File: src/hw/osw_pkg.sv
// Package for the per-axis origin search and wiring check block.
// Assumes a 125 MHz system clock; all register offsets are byte addresses on Avalon-MM.
package osw_pkg;

    // ==========================================================
    // Timing
    // ==========================================================
    localparam int CLK_HZ = 125000000;
    localparam int TICK_MS = 10;
    localparam int TICK_CYCLES = CLK_HZ / 1000 * TICK_MS;
    localparam int PULSE_HALF_US = 5;
    localparam int PULSE_HALF_CYCLES = CLK_HZ / 1000000 * PULSE_HALF_US;
    localparam int HI_DIV = 8;
    localparam int LO_DIV = 64;

    // ==========================================================
    // Register map
    // ==========================================================
    localparam logic [3:0] OFF_CTRL = 4'h0;
    localparam logic [3:0] OFF_CFG = 4'h4;
    localparam logic [3:0] OFF_STAT = 4'h8;
    localparam logic [3:0] OFF_CORR = 4'hC;

    // Control bits.
    localparam int CTRL_SEARCH = 0;
    localparam int CTRL_LOCK = 1;
    localparam int CTRL_ABORT = 2;

    // Configuration field positions.
    localparam int CFG_ZDIR = 0;
    localparam int CFG_START_OPP = 1;
    localparam int CFG_DECEL_LIMIT = 2;
    localparam int CFG_STOP_RAMP = 3;
    localparam int CFG_PROX_NC = 4;
    localparam int CFG_WCHK_EN = 5;
    localparam int CFG_ONE_DIR = 6;
    localparam int CFG_ABS_EN = 7;
    localparam int CFG_WTIME_LSB = 8;
    localparam int CFG_WPULSE_LSB = 16;

    localparam logic [6:0] WTIME_RST = 7'h0A;
    localparam logic [9:0] WPULSE_RST = 10'h032;
    localparam logic [6:0] WTIME_MAX = 7'h63;
    localparam logic [9:0] WPULSE_MAX = 10'h3E7;

    typedef struct packed {
        logic [9:0] wpulse;
        logic [6:0] wtime;
        logic abs_en;
        logic one_dir;
        logic wchk_en;
        logic prox_nc;
        logic stop_ramp;
        logic decel_limit;
        logic start_opp;
        logic zdir_neg;
    } osw_cfg_t;

    typedef struct packed {
        logic prox;
        logic lim_pos;
        logic lim_neg;
        logic phase_z;
        logic fb_pulse;
    } osw_in_t;

    typedef enum logic [6:0] {
        ST_IDLE = 7'h01,
        ST_HIGH = 7'h02,
        ST_LOW = 7'h04,
        ST_RAMP = 7'h08,
        ST_DONE = 7'h10,
        ST_WCHK = 7'h20,
        ST_WWAIT = 7'h40
    } osw_state_t;

endpackage : osw_pkg

File: src/hw/osw_pulse_gen.sv
// Step pulse generator: one pulse per request, fixed width.
// Assumes a single clock; request is ignored while a pulse is out.
`timescale 1ns/1ps

module osw_pulse_gen (
    input wire logic clock_i,
    input wire logic sys_rst_i,
    input wire logic req_i,
    output logic pulse_o,
    output logic busy_o
);

    logic [9:0] cnt;
    logic [1:0] phase;

    always_ff @(posedge clock_i or posedge sys_rst_i)
    begin
        if (sys_rst_i)
        begin
            cnt <= 10'h000;
            phase <= 2'h0;
            pulse_o <= 1'b0;
        end
        else if (phase == 2'h0)
        begin
            if (req_i)
            begin
                phase <= 2'h1;
                pulse_o <= 1'b1;
                cnt <= 10'(osw_pkg::PULSE_HALF_CYCLES - 1);
            end
        end
        else if (cnt != 10'h000)
        begin
            cnt <= cnt - 10'h001;
        end
        else if (phase == 2'h1)
        begin
            phase <= 2'h2;
            pulse_o <= 1'b0;
            cnt <= 10'(osw_pkg::PULSE_HALF_CYCLES - 1);
        end
        else
        begin
            phase <= 2'h0;
        end
    end

    assign busy_o = (phase != 2'h0);

endmodule : osw_pulse_gen

File: src/hw/osw_axis.sv
// Per-axis origin search and power-on wiring check with an Avalon-MM register slave.
// Assumes inputs synchronous to clock_i; the servo driver returns one feedback pulse per step.
`timescale 1ns/1ps

module osw_axis (
    input wire logic clock_i,
    input wire logic sys_rst_i,
    input wire logic [3:0] avs_address_i,
    input wire logic avs_read_i,
    input wire logic avs_write_i,
    input wire logic [31:0] avs_writedata_i,
    output logic [31:0] avs_readdata_o,
    output logic avs_waitrequest_o,
    input wire osw_pkg::osw_in_t axis_in_i,
    input wire logic [31:0] abs_pos_i,
    output logic step_o,
    output logic dir_neg_o,
    output logic servo_on_o,
    output logic [31:0] abs_corr_pos_o
);

    // ==========================================================
    // Register slave
    // ==========================================================
    osw_pkg::osw_cfg_t cfg;
    logic [31:0] corr;
    logic lock_req;
    logic search_pulse;
    logic abort_pulse;
    logic ack;
    logic wchk_done;
    logic wchk_err;
    logic limit_err;
    logic origin_found;
    logic [9:0] fb_count;
    osw_pkg::osw_state_t state;
    logic [3:0] flags;

    wire logic access = (avs_read_i | avs_write_i) & ~ack;
    // A write lands only at the edge where waitrequest is seen low, never while the master still waits.
    wire logic wr = avs_write_i & ack;

    // One wait cycle, then a one-cycle acknowledge: waitrequest is low in the second cycle.
    always_ff @(posedge clock_i or posedge sys_rst_i)
    begin
        if (sys_rst_i)
        begin
            ack <= 1'b0;
        end
        else
        begin
            ack <= access;
        end
    end

    always_ff @(posedge clock_i or posedge sys_rst_i)
    begin
        if (sys_rst_i)
        begin
            avs_waitrequest_o <= 1'b1;
        end
        else
        begin
            avs_waitrequest_o <= ~access;
        end
    end

    always_ff @(posedge clock_i or posedge sys_rst_i)
    begin
        if (sys_rst_i)
        begin
            cfg <= '0;
            cfg.wtime <= osw_pkg::WTIME_RST;
            cfg.wpulse <= osw_pkg::WPULSE_RST;
            cfg.wchk_en <= 1'b1;
            corr <= 32'h0000_0000;
            lock_req <= 1'b0;
            search_pulse <= 1'b0;
            abort_pulse <= 1'b0;
        end
        else
        begin
            search_pulse <= 1'b0;
            abort_pulse <= 1'b0;
            if (wr && avs_address_i == osw_pkg::OFF_CTRL)
            begin
                search_pulse <= avs_writedata_i[osw_pkg::CTRL_SEARCH];
                lock_req <= avs_writedata_i[osw_pkg::CTRL_LOCK];
                abort_pulse <= avs_writedata_i[osw_pkg::CTRL_ABORT];
            end
            if (wr && avs_address_i == osw_pkg::OFF_CFG)
            begin
                // Bit 15 is a reserved hole between the time and pulse fields.
                cfg <= {avs_writedata_i[25:16], avs_writedata_i[14:0]};
                // Out-of-range settings saturate at the documented maxima.
                if (avs_writedata_i[14:8] > osw_pkg::WTIME_MAX)
                begin
                    cfg.wtime <= osw_pkg::WTIME_MAX;
                end
                if (avs_writedata_i[25:16] > osw_pkg::WPULSE_MAX)
                begin
                    cfg.wpulse <= osw_pkg::WPULSE_MAX;
                end
            end
            if (wr && avs_address_i == osw_pkg::OFF_CORR)
            begin
                corr <= avs_writedata_i;
            end
        end
    end

    always_ff @(posedge clock_i or posedge sys_rst_i)
    begin
        if (sys_rst_i)
        begin
            avs_readdata_o <= 32'h0000_0000;
        end
        else if (avs_read_i && access)
        begin
            unique case (avs_address_i)
                osw_pkg::OFF_CTRL: avs_readdata_o <= {30'h0, lock_req, 1'b0};
                osw_pkg::OFF_CFG: avs_readdata_o <= {6'h00, cfg.wpulse, 1'b0, cfg[14:0]};
                osw_pkg::OFF_STAT: avs_readdata_o <= {flags, 11'h000, fb_count, state};
                osw_pkg::OFF_CORR: avs_readdata_o <= corr;
                default: avs_readdata_o <= 32'h0000_0000;
            endcase
        end
    end

    // Status flags sit in bits 31..28 of the status word.
    assign flags = {wchk_err, wchk_done, limit_err, origin_found};

    // ==========================================================
    // Inputs and absolute correction
    // ==========================================================
    logic prox_act;
    logic lim_fwd;
    logic decel_act;
    assign prox_act = axis_in_i.prox ^ cfg.prox_nc;
    assign lim_fwd = dir_neg_o ? axis_in_i.lim_neg : axis_in_i.lim_pos;
    assign decel_act = cfg.decel_limit ? lim_fwd : prox_act;

    always_ff @(posedge clock_i or posedge sys_rst_i)
    begin
        if (sys_rst_i)
        begin
            abs_corr_pos_o <= 32'h0000_0000;
        end
        else
        begin
            abs_corr_pos_o <= cfg.abs_en ? 32'(abs_pos_i + corr) : abs_pos_i;
        end
    end

    // ==========================================================
    // Step rate and pulse generator
    // ==========================================================
    logic [7:0] rate_cnt;
    logic [7:0] ramp_div;
    logic step_req;
    logic gen_pulse;
    logic gen_busy;
    logic moving;
    logic [9:0] sent;

    assign moving = (state == osw_pkg::ST_HIGH) || (state == osw_pkg::ST_LOW)
        || (state == osw_pkg::ST_RAMP) || (state == osw_pkg::ST_WCHK);
    // Without the last term the check would start one pulse too many as the last one ends.
    assign step_req = moving && rate_cnt == 8'h00 && !gen_busy
        && !(state == osw_pkg::ST_WCHK && sent == cfg.wpulse);

    always_ff @(posedge clock_i or posedge sys_rst_i)
    begin
        if (sys_rst_i)
        begin
            rate_cnt <= 8'h00;
        end
        else if (!moving)
        begin
            rate_cnt <= 8'h00;
        end
        else if (step_req)
        begin
            unique case (state)
                osw_pkg::ST_HIGH: rate_cnt <= 8'(osw_pkg::HI_DIV);
                osw_pkg::ST_RAMP: rate_cnt <= ramp_div;
                default: rate_cnt <= 8'(osw_pkg::LO_DIV);
            endcase
        end
        else if (rate_cnt != 8'h00)
        begin
            rate_cnt <= rate_cnt - 8'h01;
        end
    end

    osw_pulse_gen u_gen (
        .clock_i(clock_i),
        .sys_rst_i(sys_rst_i),
        .req_i(step_req),
        .pulse_o(gen_pulse),
        .busy_o(gen_busy)
    );

    always_ff @(posedge clock_i or posedge sys_rst_i)
    begin
        if (sys_rst_i)
        begin
            step_o <= 1'b0;
        end
        else
        begin
            step_o <= gen_pulse;
        end
    end

    // ==========================================================
    // Wiring check timer and feedback count
    // ==========================================================
    logic [20:0] tick_cnt;
    logic tick;
    logic [6:0] ticks;
    logic checked;

    assign tick = tick_cnt == 21'h000000;

    always_ff @(posedge clock_i or posedge sys_rst_i)
    begin
        if (sys_rst_i)
        begin
            tick_cnt <= 21'h000000;
        end
        else if (state != osw_pkg::ST_WWAIT || tick)
        begin
            tick_cnt <= 21'(osw_pkg::TICK_CYCLES - 1);
        end
        else
        begin
            tick_cnt <= tick_cnt - 21'h000001;
        end
    end

    always_ff @(posedge clock_i or posedge sys_rst_i)
    begin
        if (sys_rst_i)
        begin
            ticks <= 7'h00;
        end
        else if (state != osw_pkg::ST_WWAIT)
        begin
            ticks <= 7'h00;
        end
        else if (tick && state == osw_pkg::ST_WWAIT && tick_cnt == 21'h000000)
        begin
            ticks <= ticks + 7'h01;
        end
    end

    always_ff @(posedge clock_i or posedge sys_rst_i)
    begin
        if (sys_rst_i)
        begin
            fb_count <= 10'h000;
        end
        else if (state == osw_pkg::ST_IDLE && lock_req && !checked)
        begin
            fb_count <= 10'h000;
        end
        else if (axis_in_i.fb_pulse && fb_count != 10'h3FF)
        begin
            fb_count <= fb_count + 10'h001;
        end
    end

    always_ff @(posedge clock_i or posedge sys_rst_i)
    begin
        if (sys_rst_i)
        begin
            sent <= 10'h000;
        end
        else if (state == osw_pkg::ST_IDLE)
        begin
            sent <= 10'h000;
        end
        else if (step_req)
        begin
            sent <= sent + 10'h001;
        end
    end

    // ==========================================================
    // Sequencer
    // ==========================================================
    logic lim_any;
    assign lim_any = axis_in_i.lim_pos | axis_in_i.lim_neg;

    always_ff @(posedge clock_i or posedge sys_rst_i)
    begin
        if (sys_rst_i)
        begin
            state <= osw_pkg::ST_IDLE;
            dir_neg_o <= 1'b0;
            checked <= 1'b0;
            wchk_done <= 1'b0;
            wchk_err <= 1'b0;
            limit_err <= 1'b0;
            origin_found <= 1'b0;
            ramp_div <= 8'h00;
        end
        else if (abort_pulse)
        begin
            state <= osw_pkg::ST_IDLE;
        end
        else
        begin
            unique case (state)
                osw_pkg::ST_IDLE:
                begin
                    if (lock_req && !checked && cfg.wchk_en)
                    begin
                        checked <= 1'b1;
                        dir_neg_o <= 1'b0;
                        state <= osw_pkg::ST_WCHK;
                    end
                    else if (lock_req && !checked)
                    begin
                        checked <= 1'b1;
                    end
                    else if (search_pulse && servo_on_o)
                    begin
                        origin_found <= 1'b0;
                        limit_err <= 1'b0;
                        dir_neg_o <= cfg.zdir_neg ^ cfg.start_opp;
                        state <= osw_pkg::ST_HIGH;
                    end
                end
                osw_pkg::ST_WCHK:
                begin
                    if (sent == cfg.wpulse && !gen_busy)
                    begin
                        state <= osw_pkg::ST_WWAIT;
                    end
                end
                osw_pkg::ST_WWAIT:
                begin
                    if (fb_count == cfg.wpulse)
                    begin
                        wchk_done <= 1'b1;
                        state <= osw_pkg::ST_IDLE;
                    end
                    else if (ticks >= cfg.wtime)
                    begin
                        wchk_done <= 1'b1;
                        wchk_err <= 1'b1;
                        state <= osw_pkg::ST_IDLE;
                    end
                end
                osw_pkg::ST_HIGH:
                begin
                    if (decel_act)
                    begin
                        dir_neg_o <= cfg.zdir_neg;
                        state <= osw_pkg::ST_LOW;
                    end
                    else if (lim_fwd && !cfg.one_dir)
                    begin
                        dir_neg_o <= ~dir_neg_o;
                    end
                    else if (lim_fwd && cfg.stop_ramp)
                    begin
                        limit_err <= 1'b1;
                        ramp_div <= 8'(osw_pkg::HI_DIV);
                        state <= osw_pkg::ST_RAMP;
                    end
                    else if (lim_fwd)
                    begin
                        limit_err <= 1'b1;
                        state <= osw_pkg::ST_IDLE;
                    end
                end
                osw_pkg::ST_LOW:
                begin
                    if (axis_in_i.phase_z)
                    begin
                        origin_found <= 1'b1;
                        state <= osw_pkg::ST_DONE;
                    end
                    else if (lim_any)
                    begin
                        limit_err <= 1'b1;
                        state <= cfg.stop_ramp ? osw_pkg::ST_RAMP : osw_pkg::ST_IDLE;
                        ramp_div <= 8'(osw_pkg::LO_DIV);
                    end
                end
                osw_pkg::ST_RAMP:
                begin
                    if (step_req)
                    begin
                        ramp_div <= ramp_div + 8'h10;
                        if (ramp_div >= 8'hE0)
                        begin
                            state <= osw_pkg::ST_IDLE;
                        end
                    end
                end
                osw_pkg::ST_DONE:
                begin
                    state <= osw_pkg::ST_IDLE;
                end
            endcase
        end
    end

    always_ff @(posedge clock_i or posedge sys_rst_i)
    begin
        if (sys_rst_i)
        begin
            servo_on_o <= 1'b0;
        end
        else
        begin
            servo_on_o <= lock_req && !wchk_err;
        end
    end

    // ==========================================================
    // Checks
    // ==========================================================
    a_wchk_first: assert property (@(posedge clock_i) disable iff (sys_rst_i)
        state == osw_pkg::ST_IDLE && lock_req && !checked && cfg.wchk_en && !abort_pulse
        |=> state == osw_pkg::ST_WCHK)
        else $error("wiring check did not start at first lock");
    a_err_blocks_servo: assert property (@(posedge clock_i) disable iff (sys_rst_i)
        wchk_err |=> !servo_on_o)
        else $error("servo on despite wiring error");
    a_prox_polarity: assert property (@(posedge clock_i) disable iff (sys_rst_i)
        state == osw_pkg::ST_HIGH && !cfg.decel_limit && (axis_in_i.prox ^ cfg.prox_nc) && !abort_pulse
        |=> state == osw_pkg::ST_LOW)
        else $error("proximity did not start low speed");
    a_start_dir: assert property (@(posedge clock_i) disable iff (sys_rst_i)
        $rose(state == osw_pkg::ST_HIGH) |-> dir_neg_o == (cfg.zdir_neg ^ cfg.start_opp))
        else $error("wrong start direction");
    a_low_dir: assert property (@(posedge clock_i) disable iff (sys_rst_i)
        state == osw_pkg::ST_LOW |-> dir_neg_o == cfg.zdir_neg)
        else $error("phase Z searched in wrong direction");
    a_abrupt_stop: assert property (@(posedge clock_i) disable iff (sys_rst_i)
        state == osw_pkg::ST_LOW && !axis_in_i.phase_z && lim_any && !cfg.stop_ramp && !abort_pulse
        |=> state == osw_pkg::ST_IDLE ##1 rate_cnt == 8'h00)
        else $error("immediate stop not abrupt");
    a_one_dir_err: assert property (@(posedge clock_i) disable iff (sys_rst_i)
        state == osw_pkg::ST_HIGH && cfg.one_dir && lim_fwd && !decel_act && !abort_pulse |=> limit_err)
        else $error("early limit not flagged");
    a_reverse: assert property (@(posedge clock_i) disable iff (sys_rst_i)
        state == osw_pkg::ST_HIGH && !cfg.one_dir && lim_fwd && !decel_act && !abort_pulse
        |=> dir_neg_o != $past(dir_neg_o))
        else $error("reverse mode did not turn back");
    a_timeout_err: assert property (@(posedge clock_i) disable iff (sys_rst_i)
        state == osw_pkg::ST_WWAIT && fb_count != cfg.wpulse && ticks >= cfg.wtime && !abort_pulse
        |=> wchk_err)
        else $error("timeout did not flag mismatch");

    c_check_ok: cover property (@(posedge clock_i) $fell(state == osw_pkg::ST_WWAIT) && !wchk_err);
    c_check_err: cover property (@(posedge clock_i) $rose(wchk_err));
    c_origin: cover property (@(posedge clock_i) $rose(origin_found));
    c_ramp: cover property (@(posedge clock_i) state == osw_pkg::ST_RAMP);

endmodule : osw_axis

File: config.mk
export PLATFORM = sky130hd
export DESIGN_NAME = osw_axis
export DESIGN_NICKNAME = d
export VERILOG_FILES = /design/src/hw/osw_pkg.sv /design/src/hw/osw_pulse_gen.sv /design/src/hw/osw_axis.sv
export SDC_FILE = /design/constraint.sdc
export NUM_CORES = 1
export LEC_CHECK = 0
export BUFFER_PORTS_ARGS = -buffer_cell sky130_fd_sc_hd__buf_2
export CAP_MARGIN = 10
export CORE_MARGIN = 5
export CORE_UTILIZATION = 50
export DETAILED_ROUTE_END_ITERATION = 8
export HOLD_SLACK_MARGIN = 0.15
export PLACE_DENSITY = 0.7
export SLEW_MARGIN = 20
export SYNTH_ARGS = -nofsm -noshare
export SYNTH_HDL_FRONTEND = slang
export SYNTH_SLANG_ARGS = --single-unit
File: constraint.sdc
create_clock -name clock_i -period 16.9 [get_ports clock_i]
set_input_delay 2.535 -clock clock_i [delete_from_list [all_inputs] [get_ports clock_i]]
set_output_delay 2.535 -clock clock_i [all_outputs]
set_load 0.1 [all_outputs]
==> metrics.txt, run 1 <==
Via density 5.740; Leakage about 6.3 nW; biggest area consumer among synthesized cells dfrtp_1; CP Class in -> reg; hpwl dp 22.54 mm; Port-buffer cells about 140; CP startpoint avs_address_i[2]; largest net degree at the start of global routing ~150; CTS tree built; pwr/cell area 160.8 mW/mm2; CTS Sinks 215; Hold Fails Final Rpt 0; Routed Antenna Nets 0; Mean Syn Cell Area 9.766 um2; CTS Buffer Depth 3; Place WS ~11,000 ps; Pre-antenna DRT Iters 7; Setup Buffers After CTS 0; Clk pwr share 25.2%; synthesized area 0.01185 mm2; Remaining Overflow, GRT 0; Filler cells 2,109; Cell Rows 56; Async SR Flop Fraction between 90% and 100%; Resized cells post-CTS 0; synth unique cells 73; status finished, final reports clean; die height 163.9 um; Hold Crit Class reg -> reg; critical path capture point type flop; I/O pin total between 100 and 150; Die Span X between 150 and 200 um; drt drc 0; Hold-fix buffers, CTS 0; CTS buffer count 24; post-layout minimum cycle time 5417 ps; synth warn 0; Worst Skew 15.70 ps; DR iter-0 viols 628; final worst setup slack 11,480 ps; Routability Congestion 0.9110; Int Pwr 1.247 mW; sw frac 43.17%; Die ar. about 0.027 mm2; r2r worst-path depth 8; Least-Margin Pin Slew between 1000 and 1500 ps; Layout Area Growth over Synthesis 15.21%; Initial Utilization 50.62%; Synth Flop Type dfrtp_1; final worst-path cycle share between 30% and 40%; Psw 947.4 uW; top cells by area, synth dfrtp_1 (44%), mux2_2 (7.0%), ha_1 (5.1%); initial antenna violation count 2; Comb power frac 41.6%; setup tns final 0 ps; top cell type's share of synthesized area roughly 44%; Reg clk slew, reported paths 60 ps; Final setup viols 0; Max Fclk 0.1846 GHz; maximum VDD drop 0.1277 mV; Final Power approximately 2.2 mW; r2r startpoint state[1]$_DFFE_PP0P_; CP arrival 5820 ps; global-route wire length before repair 49.23 mm; Flop pwr share 33.1%; Slew Limit Fails 0; drt total wl 30.74 mm; worst skew pair latency 520 ps; RSZ-0062 raised after global routing false; All-Layer GR Usage between 20% and 30%; worst setup path endpoint cfg[17]$_DFFE_PP0P_; Gate Count Post-Synth roughly 1,200; max cap viols 0; number of global-route vias before repair 9,246; slew margin rel. 24.17%; register bit total from synthesis 215; CP Launch Type input pin; Synthesized Nets 1,339; Core Area 0.02340 mm2; Post-synth EDFFs 0; Worst R2R End state[1]$_DFFE_PP0P_; Crit Path Max Fanout 30; htree depth 1; data required time of the worst path around 17,000 ps; Final Net Count 1,459; Hold WS 386.5 ps; r2r setup slk around 13,000 ps; share of cells above drive strength 1 21.54%; via count 9,592; DR WL/cell 18.39 um; post-synthesis sequential area ratio a little under half; root buffer cell clkbuf_16
## cell families after synthesis
logic type	synth area share (%)
AO/OA/AOI/OAI	14.80
XOR/XNOR	6.654
adder cells (fa/ha/maj)	5.239
buffers and inverters	2.926
flip-flops	45.50
multiplexers	8.238
AND/OR/NAND/NOR	16.65
## cells in the final DEF (no fill, tap or decap), types with 12 or more instances in the layout
master and instances:
a21o_1 24, mux2_2 74, nor3_1 18, a21oi_1 49, xor2_1 44, o21ai_0 88, nand4_1 18, mux2i_1 12
dfrtp_1 207, a22oi_1 27, ha_1 48, clkbuf_16 25, inv_1 34, xnor2_1 46, buf_2 144, nand3_1 27
nor2_1 95, nand2_1 155, and3_1 14, nor4_1 13
## cell type report
class                   count  area [um2]  area share [%]
well taps                 319       399.1           2.924
clock buffers              37       700.7           5.134
repair buffers            150       769.5           5.638
inverters                  35       138.9           1.018
multi-input cells         907        6112           44.78
flip-flops and latches    215        5390           39.49
diodes                      1       2.502         0.01834
clock inverters             7       135.1          0.9901
## how the worst min path moves through the flow
stage,from,end,cells after the start
2_1_floorplan,u_gen.pulse_o$_DFFE_PP0P_,step_o$_DFF_PP0_,0
3_3_place_gp,u_gen.pulse_o$_DFFE_PP0P_,step_o$_DFF_PP0_,0
3_5_place_dp,u_gen.pulse_o$_DFFE_PP0P_,step_o$_DFF_PP0_,0
4_1_cts,u_gen.pulse_o$_DFFE_PP0P_,step_o$_DFF_PP0_,0
5_1_grt,u_gen.pulse_o$_DFFE_PP0P_,step_o$_DFF_PP0_,0
6_report,u_gen.pulse_o$_DFFE_PP0P_,step_o$_DFF_PP0_,0
## worst max-delay path, cell delays in order
cell and delay (ps):
buf_2 460, nor2b_2 720, and2_1 470, and3_1 980
o21ai_0 370, o22a_1 270
## through the flow
stage                     util (%)  cell area [um2]  std cells
after floorplan                  -            11850       1213
after CTS                    58.25            13630       1669
final                        58.32            13650       1671
after global placement       54.68            12800       1625
after detailed placement     54.68            12800       1625
after global routing         58.32            13650       1671
## power by group through the flow
stage	sequential [mW]	clock, mW	combinational [mW]
2_1_floorplan	0.995	0	0.457
3_3_place_gp	0.732	0	0.896
3_5_place_dp	0.734	0	0.909
4_1_cts	0.727	0.562	0.914
5_1_grt	0.740	0.586	0.988
6_report	0.727	0.554	0.914
## flip-flops by register name, summed over array words and instances (netlist names), 2 cells and up
signal / count
abs_corr_pos_o: 32
avs_readdata_o: 32
corr: 32
cfg: 25
tick_cnt: 21
fb_count: 10
sent: 10
u_gen.cnt: 10
rate_cnt: 8
state: 7
ticks: 7
ramp_div: 5
u_gen.phase: 2
## metal layers
metal	share of wire [%]	track usage, %
met5	0.023	0
met4	2.9	6.824
met3	5.5	3.212
met2	47	36.83
met1	45	32.16
## synth_stat cells (all sizes together), types with 7 or more instances
cell type / count
a21oi: 49
a211oi: 8
o211ai: 7
nor4: 16
mux2: 74
nand3: 27
nor2b: 8
and3: 14
o31ai: 8
nand2: 155
mux2i: 12
ha: 48
nor2: 95
a31oi: 11
inv: 35
dfrtp: 207
a21o: 24
o21ai: 90
xnor2: 46
dfstp: 8
nand4: 19
nor3: 20
nand2b: 12
or3: 10
clkbuf: 52
xor2: 44
a22oi: 27
Note: power is estimated with default switching activity, not from simulation.
==> run 2: changes to the inputs <==
==> constraint.sdc (replaced) <==
create_clock -name clock_i -period 5.56 [get_ports clock_i]
set_input_delay 0.834 -clock clock_i [delete_from_list [all_inputs] [get_ports clock_i]]
set_output_delay 0.834 -clock clock_i [all_outputs]
set_load 0.1 [all_outputs]
==> run 2 against run 1 <==
Against the previous run: clock skew is 6.6 ps lower; power grew to 3.1 times the previous value; wire length is 2.0% higher; cell count is 0.12% higher; non-clock buffer count is 2 higher; register-to-register slack worse by 11000 ps; sequential power grew to 3.0 times the previous value; via count is 0.49% higher; sequential share of layout area is 0.19 points lower; clock power grew to 3.1 times the previous value; first-iteration DRC count is 0.32% lower; setup slack worse by 9400 ps; critical endpoint is now state[1]$_DFFE_PP0P_.
==> metrics.txt, run 2 (synthesized netlist as in run 1, its figures left out) <==
status finished, final reports clean; Final Power 6.720 mW; Via density 5.762; Die Span X ~160 um; drt drc 0; Crit Path Max Fanout 22; Layout Area Growth over Synthesis 15.78%; Ant. Diodes 0; max cap viols 0; hold path startpoint u_gen.pulse_o$_DFFE_PP0P_; CP Class reg -> reg; r2r startpoint state[1]$_DFFE_PP0P_; Psw around 2.9 mW; met2 usage 38.48%; Routed Antenna Nets 0; Initial Utilization 50.62%; sw frac 43.45%; Filler cells 2,126; Hold Crit Class reg -> reg; CP Launch Type flop; commonest non-fill, non-tap cell in the layout dfrtp_1; Final Net Count 1,462; Port-buffer cells between 100 and 150; Worst Skew 9.053 ps; Worst R2R End state[1]$_DFFE_PP0P_; CP arrival 3830 ps; Max Fclk ~0.29 GHz; CTS Buffer Depth 3; Least-Margin Pin Slew 833.2 ps; maximum VDD drop 0.3104 mV; final worst-path cycle share 61.66%; fin cells 1,673; instance area at placement 0.01282 mm2; CTS Sinks between 200 and 250; slew margin rel. about 44%; hold endpoint step_o$_DFF_PP0_; worst skew pair latency 520 ps; Hold WS 380.8 ps; DR iter-0 viols 626; htree depth 1; GR Layer Usage met1 32.66%; Hold-fix buffers, CTS 0; Int Pwr ~3.8 mW; DP Cell Count 1,627; Die ar. 0.02687 mm2; RSZ-0062 raised after global routing false; CTS buffer count 25; hpwl dp 22.56 mm; Leakage 6.372 nW; Flop pwr share 32.8%; r2r setup slk 2130 ps; GR peak layer met2; Final setup viols 0; Core Util, Final 58.61%; Resized cells post-CTS 0; Clk pwr share 25.5%; Cell Rows 56; hold path cells 0; largest net degree at the start of global routing approximately 140; die height 163.9 um; Setup Buffers After CTS 0; critical path capture point type flop; share of cells above drive strength 1 22.08%; data required time of the worst path 5960 ps; Core Area 0.02340 mm2; Final Cell Area 0.01372 mm2; most frequent cells in the layout dfrtp_1 (207), nand2_1 (155), buf_2 (144), nor2_1 (95), o21ai_0 (88); Routability Congestion 0.9360; pwr/cell area 489.9 mW/mm2; drt total wl 31.35 mm; r2r worst-path depth 8; Place WS 1745 ps; post-layout minimum cycle time ~3400 ps; CTS tree built; All-Layer GR Usage 23.19%; I/O pin total 145; number of global-route vias before repair 9,447; biggest regs abs_corr_pos_o x32, avs_readdata_o x32, corr x32; setup tns final 0 ps; Pre-antenna DRT Iters 5; global-route wire length before repair 50.26 mm; DR WL/cell approximately 19 um; initial antenna violation count 0; root buffer cell clkbuf_16; Slew Limit Fails 0; GR Util met3 3.388%; Reg clk slew, reported paths 60 ps; Comb power frac between 40% and 50%; Remaining Overflow, GRT 0; via count a little under 10,000; Hold Fails Final Rpt 0; final worst setup slack around 2100 ps
==> run 2: per-layer routing <==
layer	routed length, um	part of all wire (%)
met1	14110	45
met3	1817	5.8
met5	0	0
met4	566	1.8
met2	14850	47
==> run 2: power groups by stage <==
stage	combinational, mW	sequential, mW	clock [mW]
2_1_floorplan	1.39	3.02	0
3_3_place_gp	2.72	2.22	0
3_5_place_dp	2.77	2.23	0
4_1_cts	2.79	2.20	1.74
5_1_grt	3.02	2.25	1.81
6_report	2.80	2.21	1.71
==> run 2: worst max-delay path by stage <==
stage               slack [ps]            startpoint                      endpoint  cells after the start
finish                    2130  state[1]$_DFFE_PP0P_          state[1]$_DFFE_PP0P_                      8
global route              1890  state[1]$_DFFE_PP0P_          state[1]$_DFFE_PP0P_                      8
CTS                       2210  state[1]$_DFFE_PP0P_          state[1]$_DFFE_PP0P_                      8
detailed placement        1750          abs_pos_i[0]  abs_corr_pos_o[22]$_DFF_PP0_                     12
global placement          1820          abs_pos_i[0]  abs_corr_pos_o[24]$_DFF_PP0_                     12
floorplan                 1930             sys_rst_i         abort_pulse$_DFF_PP0_                      1
==> run 2: layout make-up <==
cell class | instances | area, um2 | share of cell area (%)
Sequential cell | 215 | 5390 | 39.30
Multi-Input combinational cell | 907 | 6112 | 44.56
Tap cell | 319 | 399.1 | 2.910
Timing Repair Buffer | 152 | 813.3 | 5.930
Inverter | 35 | 135.1 | 0.9852
Clock buffer | 36 | 737.0 | 5.373
Clock inverter | 9 | 128.9 | 0.9396
==> run 2: critical path, stage by stage, from the launching register on <==
cell and delay (ps):
dfrtp_1 480, nor4_4 370, nand3_1 280, nand3b_1 330
and4_1 800, o2111ai_1 310, a21boi_1 270, o31ai_1 160
mux2_2 320
==> run 3: changes to the inputs <==
==> constraint.sdc (replaced) <==
create_clock -name clock_i -period 3.3 [get_ports clock_i]
set_input_delay 0.495 -clock clock_i [delete_from_list [all_inputs] [get_ports clock_i]]
set_output_delay 0.495 -clock clock_i [all_outputs]
set_load 0.1 [all_outputs]
==> run 3 against run 2 <==
Against the previous run: worst hold slack lost 200 ps; final area grew 1.2%; via count is 1.2% higher; critical path depth did not move; setup slack lost 1900 ps; register-to-register slack worse by 1900 ps; non-clock buffer count rose by 20; sequential power rose by 68%; fmax rose by 13%; first-iteration DRC count is 33% higher; count of clock-buffer cells in the layout fell by 1.
==> metrics.txt, run 3 (synthesized netlist as in run 1, its figures left out) <==
pwr/cell area 820.0 mW/mm2; Routed Antenna Nets 0; via count around 9,800; hpwl dp 23.56 mm; Worst Skew around 25 ps; data required time of the worst path 3700 ps; Ant. Diodes 0; worst skew pair latency 530 ps; DP Cell Count approximately 1,600; Final Net Count 1,481; Remaining Overflow, GRT 0; Resized cells post-CTS 0; Worst R2R End state[1]$_DFFE_PP0P_; drt drc 0; status finished, final reports clean; hold endpoint cfg[5]$_DFFE_PP1P_; DR WL/cell between 15 and 20 um; Worst Path Buf+Inv 0; die height approximately 160 um; share of cells above drive strength 1 22.87%; CTS Sinks 215; Slew Limit Fails 0; Via density 5.762; global-route wire length before repair 51.01 mm; Pre-antenna DRT Iters 5; largest net degree at the start of global routing 77; All-Layer GR Usage about a quarter; Final Power 11.38 mW; Crit Path Max Fanout 4; Leakage 6.473 nW; CTS tree built; max cap viols 0; I/O pin total 145; r2r setup slk 280 ps; fin cells 1,692; CTS buffer count 24; hold path startpoint avs_writedata_i[5]; slew margin rel. 42.74%; Worst path depth 8; root buffer cell clkbuf_16; r2r worst-path depth 8; number of global-route vias before repair roughly 9,500; DR iter-0 viols 831; Port-buffer cells 144; final worst-path cycle share 91.61%; slowest stage cell, crit path dfstp_2; Core Util, Final 59.31%; area of the multi-input gates ~0.006 mm2; post-layout minimum cycle time 3023 ps; Routability Congestion 0.9216; Final setup viols 0; commonest non-fill, non-tap cell in the layout dfrtp_1; Cell Rows 56; CP Launch Type flop; biggest regs abs_corr_pos_o x32, avs_readdata_o x32, corr x32; Initial Utilization 50.62%; Register Area between 0.005 and 0.006 mm2; RSZ-0062 raised after global routing false; Die ar. approximately 0.027 mm2; r2r startpoint cfg[19]$_DFFE_PP1P_; CP max stage delay 580 ps; Die Span X 163.9 um; drt total wl about 32 mm; Core Area 0.02340 mm2; setup tns final 0 ps; maximum VDD drop 0.5288 mV; initial antenna violation count 0; most frequent cells in the layout dfrtp_1 (207), nand2_1 (155), buf_2 (144), nor2_1 (95), o21ai_0 (88); Layout Area Growth over Synthesis 17.17%; Hold Fails Final Rpt 0; CP Class reg -> reg; htree depth 1; Hold Crit Class in -> reg; CP arrival 3420 ps; crit path cell chain xor2_1, nor4_1, nand3_1, o21ai_0, a41o_1, a21boi_1, o31ai_1, mux2_2; Filler cells 2,007; Top Family by Delay on Critical Path compound AO/OA/AOI/OAI gates; CTS Buffer Depth 3; Reg clk slew, reported paths 60 ps; Least-Margin Pin Slew 855.7 ps; Max Fclk 0.3308 GHz; critical path capture point type flop; hold path cells 3
-- run 3: worst min-delay path: cells and delay by family --
kind / cells / cell delay (ps)
buffers and inverters: 1 / 100
and+or+nand+nor: 2 / 90
-- run 3: per-layer routing --
| metal | up-vias | wire length, um | GRT usage [%] |
|---|---|---|---|
| met5 | - | 0 | 0 |
| met4 | 0 | 910 | 6.824 |
| met3 | 70 | 1660 | 3.112 |
| met2 | 298 | 14740 | 38.44 |
| met1 | 4768 | 14530 | 33.34 |
| li1 | 4614 | - | - |
-- run 3: cell type report --
| cell class | count | area share [%] |
|---|---|---|
| clock inverter | 9 | 1.145 |
| clock buffer | 35 | 5.057 |
| timing repair buffer | 172 | 7.103 |
| multi-input combinational | 907 | 44.01 |
| sequential | 215 | 38.83 |
| inverter | 35 | 0.9735 |
| tap | 319 | 2.875 |
-- run 3: stage by stage --
stage          instance area [um2]  hold WS [ps]  worst slack, ps
2_1_floorplan                11850         354.3            13.39
3_3_place_gp                 13000         395.4            189.3
3_5_place_dp                 13000         406.8            174.4
4_1_cts                      13880         157.6            328.5
5_1_grt                      13880         180.0            110.8
6_report                     13880         176.6            276.9
-- run 3: worst max-delay path by stage --
stage	from	endpoint
after detailed placement	abs_pos_i[0]	abs_corr_pos_o[26]$_DFF_PP0_
after CTS	corr[3]$_DFFE_PP0P_	abs_corr_pos_o[25]$_DFF_PP0_
after floorplan	sys_rst_i	abort_pulse$_DFF_PP0_
after global placement	abs_pos_i[22]	abs_corr_pos_o[31]$_DFF_PP0_
after global routing	corr[22]$_DFFE_PP0P_	abs_corr_pos_o[27]$_DFF_PP0_
final	cfg[19]$_DFFE_PP1P_	state[1]$_DFFE_PP0P_
-- run 3: where the power goes --
group	switching (mW)	internal, mW
Combinational	3.30	1.47
Clock	1.11	1.79
Sequential	0.514	3.20
-- run 3: timing repair --
action                    CTS  global route
hold buffers                2             0
hold endpoints to repair   24             0
setup buffers               0             0
